$ cat src/core/wwd_params.svh
/*
 Constants of the window watchdog supervisor: clock rate, time base,
 preset window and reset delay times, register offsets and event bits.
 Assumes it is included by bare name before any user of the macros.
*/
`ifndef WWD_PARAMS_SVH
`define WWD_PARAMS_SVH

////////////////////////////////////////////////////////////////////////////////
// Clock and time base
`define WWD_CLK_PERIOD_NS 4
`define WWD_TICK_NS 1000
// Least time per tick, so round the cycle count up
`define WWD_TICK_CYC ((`WWD_TICK_NS + `WWD_CLK_PERIOD_NS - 1) / `WWD_CLK_PERIOD_NS)
`define WWD_DIV_W 16
`define WWD_CNT_W 24

////////////////////////////////////////////////////////////////////////////////
// Preset times in microseconds
`define WWD_T_RST_OPEN_US 200000
`define WWD_T_RST_PULL_US 10000
`define WWD_WINDOW_LOWER_BOUND_00_US 22500
`define WWD_WINDOW_LOWER_BOUND_01_US 1850
`define WWD_WINDOW_LOWER_BOUND_11_US 800000
`define WWD_PRESET_UPPER_MUL 2

////////////////////////////////////////////////////////////////////////////////
// Register map and reset values
`define WWD_ADDR_W 8
`define WWD_REG_UPPER 8'h00
`define WWD_REG_RSTDLY 8'h04
`define WWD_REG_STATUS 8'h08
`define WWD_REG_MASK 8'h0C
`define WWD_REG_STATE 8'h10
`define WWD_UPPER_RST 24'h00F424
`define WWD_RSTDLY_RST 24'h002710

////////////////////////////////////////////////////////////////////////////////
// Event bits of status and mask
`define WWD_EV_W 3
`define WWD_EV_LATE 0
`define WWD_EV_EARLY 1
`define WWD_EV_RELEASE 2

`endif

$ cat src/core/wwd_pkg.sv
/*
 Types of the window watchdog supervisor: pin strap modes, supervisor
 states and the packed state records of both modules.
 Assumes wwd_params.svh is reachable on the include path.
*/
`include "wwd_params.svh"

package wwd_pkg;

   // Strap seen on a timing pin
   typedef enum logic [1:0] {
      WWD_PIN_OPEN = 2'b00,
      WWD_PIN_PULLUP = 2'b01,
      WWD_PIN_CAP = 2'b10
   } wwd_pin_mode_t;

   // Supervisor sequence
   typedef enum logic [2:0] {
      WWD_ST_POWERUP = 3'b000,
      WWD_ST_WINDOW = 3'b001,
      WWD_ST_FAULT = 3'b010,
      WWD_ST_DISABLED = 3'b011
   } wwd_state_t;

   typedef struct packed {
      logic [`WWD_DIV_W-1:0] div;
      logic tick;
   } wwd_tick_regs_t;

   typedef struct packed {
      wwd_state_t st;
      logic [`WWD_CNT_W-1:0] cnt;
      logic wdi_q;
      logic [`WWD_CNT_W-1:0] upper_cfg;
      logic [`WWD_CNT_W-1:0] rstdly_cfg;
      logic [`WWD_EV_W-1:0] status;
      logic [`WWD_EV_W-1:0] mask;
      logic [31:0] rdata;
      logic irq;
      logic oe_n;
      logic pin_o;
   } wwd_regs_t;

endpackage

$ cat src/core/wwd_tick_gen.sv
/*
 Time base of the supervisor: one-cycle tick every TICK_CYC enabled cycles.
 Assumes one clock, asynchronous active-low reset and a freezing enable.
*/
`timescale 1ns/10ps
`default_nettype none
`include "wwd_params.svh"

module wwd_tick_gen
   import wwd_pkg::*;
#(
   parameter int TICK_CYC = `WWD_TICK_CYC
) (
   input wire logic clk,
   input wire logic nrst,
   input wire logic ce,
   output logic tick
);

   wwd_tick_regs_t r_ff;
   wwd_tick_regs_t nxt_r;

   ////////////////////////////////////////////////////////////////////////////
   // Divider; the tick drops while the enable is low so nothing advances
   always_comb begin
      nxt_r = r_ff;
      if (ce) begin
         if (r_ff.div >= `WWD_DIV_W'(TICK_CYC - 1)) begin
            nxt_r.div = '0;
            nxt_r.tick = 1'b1;
         end else begin
            nxt_r.div = r_ff.div + 1'b1;
            nxt_r.tick = 1'b0;
         end
      end
   end

   // State register
   always_ff @(posedge clk or negedge nrst) begin
      if (!nrst) begin
         r_ff <= '0;
      end else begin
         r_ff <= nxt_r;
      end
   end

   assign tick = r_ff.tick & ce;

endmodule
`default_nettype wire

$ cat src/core/wwd_supervisor.sv
/*
 Window watchdog supervisor: checks service falling edges against a
 window, drives an active-low open-drain fault output for a reset delay,
 and offers a small register port with sticky events and an interrupt.
 Assumes pins synchronous to CLK, an external pull-up on the fault pin
 and a master that follows the one-cycle strobe protocol.
*/
`timescale 1ns/10ps
`default_nettype none
`include "wwd_params.svh"

module wwd_supervisor
   import wwd_pkg::*;
#(
   parameter int TICK_CYC = `WWD_TICK_CYC,
   parameter logic [`WWD_CNT_W-1:0] T_RST_OPEN =
      `WWD_CNT_W'(`WWD_T_RST_OPEN_US * 1000 / `WWD_TICK_NS),
   parameter logic [`WWD_CNT_W-1:0] T_RST_PULL =
      `WWD_CNT_W'(`WWD_T_RST_PULL_US * 1000 / `WWD_TICK_NS),
   parameter logic [`WWD_CNT_W-1:0] WINDOW_LOWER_BOUND_00 =
      `WWD_CNT_W'(`WWD_WINDOW_LOWER_BOUND_00_US * 1000 / `WWD_TICK_NS),
   parameter logic [`WWD_CNT_W-1:0] WINDOW_LOWER_BOUND_01 =
      `WWD_CNT_W'(`WWD_WINDOW_LOWER_BOUND_01_US * 1000 / `WWD_TICK_NS),
   parameter logic [`WWD_CNT_W-1:0] WINDOW_LOWER_BOUND_11 =
      `WWD_CNT_W'(`WWD_WINDOW_LOWER_BOUND_11_US * 1000 / `WWD_TICK_NS),
   parameter int UPPER_MUL = `WWD_PRESET_UPPER_MUL
) (
   input wire logic CLK,
   input wire logic NRST,
   input wire logic CE,
   input wire logic SERVICE_PULSE_IN,
   input wire logic WINDOW_SEL_LO,
   input wire logic WINDOW_SEL_HI,
   input wire logic [1:0] TIMEOUT_CAP_PIN,
   input wire logic [1:0] DELAY_CAP_PIN,
   input wire logic FAULT_RESET_OUT_I,
   output logic FAULT_RESET_OUT_O,
   output logic FAULT_RESET_OUT_OE_N,
   input wire logic [`WWD_ADDR_W-1:0] REG_ADDR,
   input wire logic [31:0] REG_WDATA,
   input wire logic REG_WR,
   input wire logic REG_RD,
   output logic [31:0] REG_RDATA,
   output logic IRQ
);

   localparam int CW = `WWD_CNT_W;

   wwd_regs_t r_ff;
   wwd_regs_t nxt_r;
   logic tick;
   logic dis;
   logic fall;
   logic [CW-1:0] lower_b;
   logic [CW-1:0] upper_b;
   logic [CW-1:0] dly_b;
   logic [`WWD_EV_W-1:0] ev_set;
   logic [`WWD_EV_W-1:0] ev_clr;

   ////////////////////////////////////////////////////////////////////////////
   // Functions

   // Lower bound as a fraction of a programmed upper bound
   function automatic logic [CW-1:0] wwd_frac(input logic [CW-1:0] u,
                                              input logic s_lo,
                                              input logic s_hi);
      logic [CW-1:0] f;
      f = u >> 3;
      if (s_lo && s_hi) begin
         f = u >> 1;
      end else if (!s_lo && s_hi) begin
         f = u - (u >> 2);
      end
      return f;
   endfunction

   // Preset lower bound for a select pair; a disabling pair falls back to 00
   function automatic logic [CW-1:0] wwd_preset(input logic s_lo,
                                                input logic s_hi);
      logic [CW-1:0] p;
      p = WINDOW_LOWER_BOUND_00;
      if (s_lo && s_hi) begin
         p = WINDOW_LOWER_BOUND_11;
      end else if (!s_lo && s_hi) begin
         p = WINDOW_LOWER_BOUND_01;
      end
      return p;
   endfunction

   ////////////////////////////////////////////////////////////////////////////
   // Time base
   wwd_tick_gen #(
      .TICK_CYC(TICK_CYC)
   ) u_tick (
      .clk(CLK),
      .nrst(NRST),
      .ce(CE),
      .tick(tick)
   );

   ////////////////////////////////////////////////////////////////////////////
   // Strap and select decoding
   // Disable decode
   assign dis = (TIMEOUT_CAP_PIN == WWD_PIN_OPEN) && WINDOW_SEL_LO && !WINDOW_SEL_HI;

   always_comb begin
      if (TIMEOUT_CAP_PIN == WWD_PIN_CAP) begin
         upper_b = r_ff.upper_cfg;
         lower_b = wwd_frac(r_ff.upper_cfg, WINDOW_SEL_LO, WINDOW_SEL_HI);
      end else begin
         lower_b = wwd_preset(WINDOW_SEL_LO, WINDOW_SEL_HI);
         upper_b = CW'(lower_b * UPPER_MUL);
      end
   end

   // Reset delay from the delay strap
   always_comb begin
      if (DELAY_CAP_PIN == WWD_PIN_CAP) begin
         dly_b = r_ff.rstdly_cfg;
      end else if (DELAY_CAP_PIN == WWD_PIN_PULLUP) begin
         dly_b = T_RST_PULL;
      end else begin
         dly_b = T_RST_OPEN;
      end
   end

   // Service edge against the previous sample
   assign fall = r_ff.wdi_q && !SERVICE_PULSE_IN;

   ////////////////////////////////////////////////////////////////////////////
   // Next-state logic: sequence, events, register port
   always_comb begin
      nxt_r = r_ff;
      ev_set = '0;
      ev_clr = '0;
      if (CE) begin
         nxt_r.wdi_q = SERVICE_PULSE_IN;
         case (r_ff.st)
            WWD_ST_POWERUP: begin
               if (r_ff.cnt >= dly_b) begin
                  nxt_r.st = WWD_ST_WINDOW;
                  nxt_r.cnt = '0;
               end else if (tick) begin
                  nxt_r.cnt = r_ff.cnt + 1'b1;
               end
            end
            WWD_ST_WINDOW: begin
               if (fall && (r_ff.cnt < lower_b)) begin
                  nxt_r.st = WWD_ST_FAULT;
                  nxt_r.cnt = '0;
                  ev_set[`WWD_EV_EARLY] = 1'b1;
               end else if (fall) begin
                  nxt_r.cnt = '0;
               end else if (r_ff.cnt >= upper_b) begin
                  nxt_r.st = WWD_ST_FAULT;
                  nxt_r.cnt = '0;
                  ev_set[`WWD_EV_LATE] = 1'b1;
               end else if (tick) begin
                  nxt_r.cnt = r_ff.cnt + 1'b1;
               end
            end
            WWD_ST_FAULT: begin
               if (r_ff.cnt >= dly_b) begin
                  nxt_r.st = WWD_ST_WINDOW;
                  nxt_r.cnt = '0;
                  ev_set[`WWD_EV_RELEASE] = 1'b1;
               end else if (tick) begin
                  nxt_r.cnt = r_ff.cnt + 1'b1;
               end
            end
            default: begin
               // Leaving disable starts a fresh window
               nxt_r.st = WWD_ST_WINDOW;
               nxt_r.cnt = '0;
            end
         endcase
         if (dis) begin
            nxt_r.st = WWD_ST_DISABLED;
            nxt_r.cnt = '0;
         end
         // Register writes
         if (REG_WR) begin
            if (REG_ADDR == `WWD_REG_UPPER) begin
               nxt_r.upper_cfg = REG_WDATA[CW-1:0];
            end else if (REG_ADDR == `WWD_REG_RSTDLY) begin
               nxt_r.rstdly_cfg = REG_WDATA[CW-1:0];
            end else if (REG_ADDR == `WWD_REG_STATUS) begin
               ev_clr = REG_WDATA[`WWD_EV_W-1:0];
            end else if (REG_ADDR == `WWD_REG_MASK) begin
               nxt_r.mask = REG_WDATA[`WWD_EV_W-1:0];
            end
         end
         // Set wins over a write-one clear in the same cycle
         nxt_r.status = (r_ff.status & ~ev_clr) | ev_set;
         // Read data stand for one enabled cycle only; unmapped reads give zero
         nxt_r.rdata = '0;
         if (REG_RD) begin
            if (REG_ADDR == `WWD_REG_UPPER) begin
               nxt_r.rdata = {8'h00, r_ff.upper_cfg};
            end else if (REG_ADDR == `WWD_REG_RSTDLY) begin
               nxt_r.rdata = {8'h00, r_ff.rstdly_cfg};
            end else if (REG_ADDR == `WWD_REG_STATUS) begin
               nxt_r.rdata = {29'h0, r_ff.status};
            end else if (REG_ADDR == `WWD_REG_MASK) begin
               nxt_r.rdata = {29'h0, r_ff.mask};
            end else if (REG_ADDR == `WWD_REG_STATE) begin
               nxt_r.rdata = {r_ff.cnt, 2'h0, FAULT_RESET_OUT_I, r_ff.oe_n, dis, r_ff.st};
            end
         end
         nxt_r.oe_n = (nxt_r.st != WWD_ST_FAULT);
         nxt_r.pin_o = 1'b0;
         nxt_r.irq = |(nxt_r.status & nxt_r.mask);
      end
   end

   ////////////////////////////////////////////////////////////////////////////
   // State register; the pin is released from reset on
   always_ff @(posedge CLK or negedge NRST) begin
      if (!NRST) begin
         r_ff <= '0;
         r_ff.st <= WWD_ST_POWERUP;
         r_ff.upper_cfg <= `WWD_UPPER_RST;
         r_ff.rstdly_cfg <= `WWD_RSTDLY_RST;
         r_ff.oe_n <= 1'b1;
      end else begin
         r_ff <= nxt_r;
      end
   end

   // Outputs straight from the state register
   assign FAULT_RESET_OUT_O = r_ff.pin_o;
   assign FAULT_RESET_OUT_OE_N = r_ff.oe_n;
   assign REG_RDATA = r_ff.rdata;
   assign IRQ = r_ff.irq;
endmodule
`default_nettype wire

$ cat config.mk
export PLATFORM = sky130hd
export DESIGN_NAME = wwd_supervisor
export DESIGN_NICKNAME = d
export VERILOG_FILES = /design/src/core/wwd_pkg.sv /design/src/core/wwd_tick_gen.sv /design/src/core/wwd_supervisor.sv
export VERILOG_INCLUDE_DIRS = /design/src /design/src/core
export SDC_FILE = /design/constraint.sdc
export NUM_CORES = 1
export LEC_CHECK = 0
export BUFFER_PORTS_ARGS = -buffer_cell sky130_fd_sc_hd__buf_2
export CAP_MARGIN = 20
export CORE_ASPECT_RATIO = 1.4
export CORE_MARGIN = 8
export CORE_UTILIZATION = 35
export CTS_CLUSTER_DIAMETER = 60
export DETAILED_ROUTE_END_ITERATION = 7
export SLEW_MARGIN = 20
export SYNTH_ARGS = -nofsm -noshare
export SYNTH_HDL_FRONTEND = slang
export SYNTH_HIERARCHICAL = 1
export SYNTH_SLANG_ARGS = --single-unit
$ cat constraint.sdc
create_clock -name CLK -period 5.4 [get_ports CLK]
set_input_delay 0.27 -clock CLK [delete_from_list [all_inputs] [get_ports CLK]]
set_output_delay 0.27 -clock CLK [all_outputs]
set_load 0.005 [all_outputs]
After elaboration in Yosys (flattened, before gate mapping)
Index checks and enable logic that the tools add are counted.

storage, ports and cells
  bits of input ports = 53
  word-level logic and storage cells = 97
  output and inout bits = 35
  flip-flop bits (word level) = 133

cells by class
  equality and inequality tests = 10
  multiplexer cells = 46
  $lt $le $gt $ge = 4
  add/subtract/negate cells = 3
  reductions and logical operators = 16
  bitwise logic cells = 6

operator list
  operator                 number
  $mux W24                 9
  $mux W32                 6
  $mux W27                 3
  $pmux W27 S2             1
  $ge A24 B24 Y1           2
  $mux W3                  14
  $add A24 B1 Y24 const B  1
  $lt A24 B24 Y1           1
  $sub A24 B22 Y24         1
  $mux W20                 1
  $mux W18                 1
  $mux W17                 1
  $add A16 B1 Y16 const B  1
  $eq A8 B4 Y1 const B     2
  $ge A16 B8 Y1 const B    1
  $mux W15                 1
  $eq A8 B3 Y1 const B     1
  $eq A8 B5 Y1 const B     1
  $logic_not A8 Y1         1
  $mux W1                  7
  $and A3 B3 Y3            2
  $logic_and A1 B1 Y1      6
  $eq A2 B2 Y1 const B     2
  $mux W2                  2
  15 further kinds         17

Logic depth before layout (Yosys ltp)
  word-level depth = 14
  gate-level depth with buffers = 21
  gate-level depth less buffers = 21

Cells and area by module
The synthesis kept the hierarchy.

by module, submodules not included
  module          cells each  times used  area an instance (sq um)
  wwd_supervisor  1007        1           8944.8
  wwd_tick_gen    90          1           909.6

Worst setup path after synthesis
Ideal clock, no wire load.

  kind = flip-flop to flip-flop
  start point = register r_ff[67] (netlist name)
  end point = register r_ff[115] (netlist name)
  setup slack = 1.017 ns
  library setup time = 0.125 ns
  stages on the path, launching flop included = 20
  data arrival time = 4.258 ns
  data required time = 5.275 ns
  clock period less this slack = 4.383 ns
  cell sequence = dfstp_2 ha_1 inv_1 fa_1 a211oi_1 o21ai_0 nand2_1 o21ai_1 a21boi_0 xor2_1 o311ai_0 nand2_1 ha_1 nand4_1 or3_1 a2111oi_1 o21ai_1 and3_4 a2111o_1 mux2_4

between the ends
  word-level cells in the longest chain between the ends = 10

ends and longest elaborated chain
  what                    RTL line               source
  from (decl)             wwd_supervisor.sv:49   wwd_regs_t r_ff;
  from (signal assigned)  wwd_supervisor.sv:226  r_ff <= nxt_r;
  $sub A24 B22 Y24        wwd_supervisor.sv:72   f = u - (u >> 2);
  $mux W24                wwd_supervisor.sv:71   end else if (!s_lo && s_hi) begin
  $mux W24                wwd_supervisor.sv:69   if (s_lo && s_hi) begin
  $mux W24                wwd_supervisor.sv:107  if (TIMEOUT_CAP_PIN == WWD_PIN_CAP) begin
  $lt A24 B24 Y1          wwd_supervisor.sv:148  if (fall && (r_ff.cnt < lower_b)) begin
  $logic_and A1 B1 Y1     wwd_supervisor.sv:148
  $mux W27 (*)            wwd_supervisor.sv:148
  $pmux W27 S2 (*)        wwd_supervisor.sv:138  case (r_ff.st)
  $mux W27 (*)            wwd_supervisor.sv:177  if (dis) begin
  $mux W27 (*)            wwd_supervisor.sv:136  if (CE) begin

Every way passes the cells marked *; elsewhere a longest branch is shown, timed or not. The select of a mux whose other input is x is not followed.
A chain may end at the register's enable or synchronous reset.

Worst setup path in the final report
  start point = register r_ff[68] (netlist name)
  end point = register r_ff[115] (netlist name)

The elaborated chain is that of the path after synthesis.

==> impl_metrics.ini <==
[outcome]
status = complete, no violations

[cells_and_area]
final_common_cell = dfrtp_1
fillers = 2809
area_growth_pct = 10.9
nets = 1273
layout_common_cells = dfrtp_1 (120), nand2_1 (109), ha_1 (97)
diodes = 0
utilization = 0.395
drive_above_1_share = 0.170

[clock_tree]
ctsRootBufferMaster = clkbuf_16
cts_setup_buffers = 0
cts_tree = done
numClockSinks = 133
htreeDepth = 4
cts_made_buffers = 17
worstSkewPairLatency_ns = 0.43
cts_buffer_depth = 2
clk_pin_slew_ns = 0.06

[floorplan]
initial_core_util = 0.356
num_io_pins = 88
core-area_mm2 = 0.0277
die_area_mm2 = 0.0339
die_x_um = 158
rows = 72
die_h_um = 215

[critical_path]
r2r_end = r_ff[115]
rr_worst_depth = 18
startpoint = r_ff[68]
critPathKind = reg2reg
reg2reg_from = r_ff[68]
critPathRequiredTime_ns = 5.72
critical_path.max_fanout = 6
rrSetupSlack_ns = 0.36
cp.arrival_ns = 5.36
cp-start-kind = flip-flop
endpoint_kind = flip-flop

[logic_synthesis]
yosys_warnings = 6
synth-seq-area-share = 0.339
synthArstFlopShare = 1.00
syn_area_mm2 = 0.00985
ys_ff_latch = 133
syn_inst = 1097
syn-num-nets = 1248
synth_ff_type = dfrtp_1
yosys.cell_types.count = 79
synth-edff-count = 0
syn_avg_cell_area_um2 = 8.98

[timing]
hold_violations = 0
clock_skew_ns = 0.00919
maxSlewHeadroom = 0.230
tns_ns = 0
slew_violations = 0
finalCriticalPeriod_ns = 5.04
rsz0062_at_grt = no
timing_worst_slew_pin_value_ns = 1.15
period_share = 0.933
setup_violations = 0
fmax_ghz = 0.198

[worst_hold_path]
worstHoldStart = REG_WDATA[11]
hold_depth = 3
hold_path.class = in2reg
whs_endpoint = r_ff[76]

[routing]
antenna_left = 0
wire_per_inst_um = 19.2
viasPerCell = 5.66
drtPass1Iterations = 5
finalWirelength_um = 28800
drt_iter0_drc = 625
drc = 0
num_vias = 8513

[global_route]
antenna_found_initial = 0
grt_pass1_wl_um = 47000
overflow = 0
grt_pass1_vias = 8830
grtUsageTotal = 0.175
grt_start_max_net_pins = 86

[run]
maxCapViolCount = 0

[pwr]
leakagePower_nw = 5.09
p_per_area_mw_per_mm2 = 265
ir_drop_mv = 0.152

[placement]
portBuffers = 78
dp_hpwl_um = 21600
globalplace.congestion = 0.878
-- logic make-up after synthesis --
group	share of synthesized area
other	0.000381
XOR/XNOR	0.0204
multiplexers	0.0429
AO/OA/AOI/OAI	0.240
AND/OR/NAND/NOR	0.170
buffers and inverters	0.0621
adder cells (fa/ha/maj)	0.125
flip-flops	0.339
-- cells in the mapped netlist, types with 14 or more instances --
cell,instances,area (um2)
a21o_1,14,105
a21oi_1,74,370
a222oi_1,19,190
a22o_1,19,166
and3_1,18,113
buf_4,35,263
clkbuf_1,42,158
dfrtp_1,120,3000
ha_1,97,1210
inv_1,38,143
mux2_2,30,338
nand2_1,109,409
nand3_1,25,125
nand4_1,17,106
nor2_1,67,251
nor2b_1,27,169
nor3_1,19,95.1
o211ai_1,19,143
o21ai_0,73,365
o21ai_1,18,90.1
o2bb2ai_1,36,315
xnor2_1,15,131
-- sequential cells by signal (all words and copies together), names as in the netlist --
signal and cells:
REG_RDATA 32, IRQ 1, FAULT_RESET_OUT_OE_N 1, r_ff 82, u_tick/r_ff 17
-- repair_timing --
item                                   4_1_cts  5_1_grt
resized for setup                            0        3
hold buffers                                 1        0
setup endpoints to repair                    0        2
endpoints found under the hold margin       71        0
-- per-stage QoR --
step	cell area, um2	instances	hold WS (ns)	total power [mW]	setup WS (ns)
floorplan	9850	1097	-0.0256	1.60	1.02
global placement	10300	1472	0.398	1.77	0.304
detailed placement	10300	1472	0.398	1.79	0.261
CTS	10900	1505	0.0495	2.92	0.227
global route	10900	1505	0.0598	3.05	0.102
finish	10900	1505	0.0608	2.89	0.362
-- worst max path at each step --
stage                      to  slack [ns]  cells past startpoint
finish              r_ff[115]        0.36                     18
global route        r_ff[115]        0.10                     19
CTS                 r_ff[115]        0.23                     19
detailed placement  r_ff[115]        0.26                     19
global placement    r_ff[115]        0.30                     19
floorplan           r_ff[115]        1.02                     19
-- routing by layer --
metal	wire length, um	GRT usage
met1	11900	0.201
met4	921	0.0719
met2	15000	0.313
met5	0	0
met3	950	0.0274
-- final cells by class --
class	count	area, um2	area share
inverter	39	146	0.0134
multi-input combinational	839	5910	0.541
clock buffer	18	439	0.0402
sequential	133	3340	0.306
timing repair buffer	92	504	0.0461
clock inverter	14	125	0.0114
tap	370	463	0.0423
-- where the power goes --
group	internal (mW)	total [mW]	switching (mW)	leakage, nW
logic	0.253	0.628	0.375	3.12
registers	1.06	1.15	0.0895	1.70
clock network	0.648	1.12	0.473	0.273
-- critical path, stage by stage, from the launching register on --
cell	delay (ns)
dfrtp_1	0.46
inv_1	0.14
ha_1	0.29
nor2b_1	0.15
o31a_1	0.28
o21ai_1	0.52
o21ai_1	0.23
a31oi_1	0.25
xor2_1	0.10
o211ai_1	0.18
o211ai_1	0.11
ha_1	0.32
nand4_1	0.12
or3_1	0.42
a2111oi_1	0.30
o21ai_1	0.21
and3_4	0.22
a2111o_1	0.36
mux2_4	0.26
No activity file was read; power rests on OpenSTA's default activity.
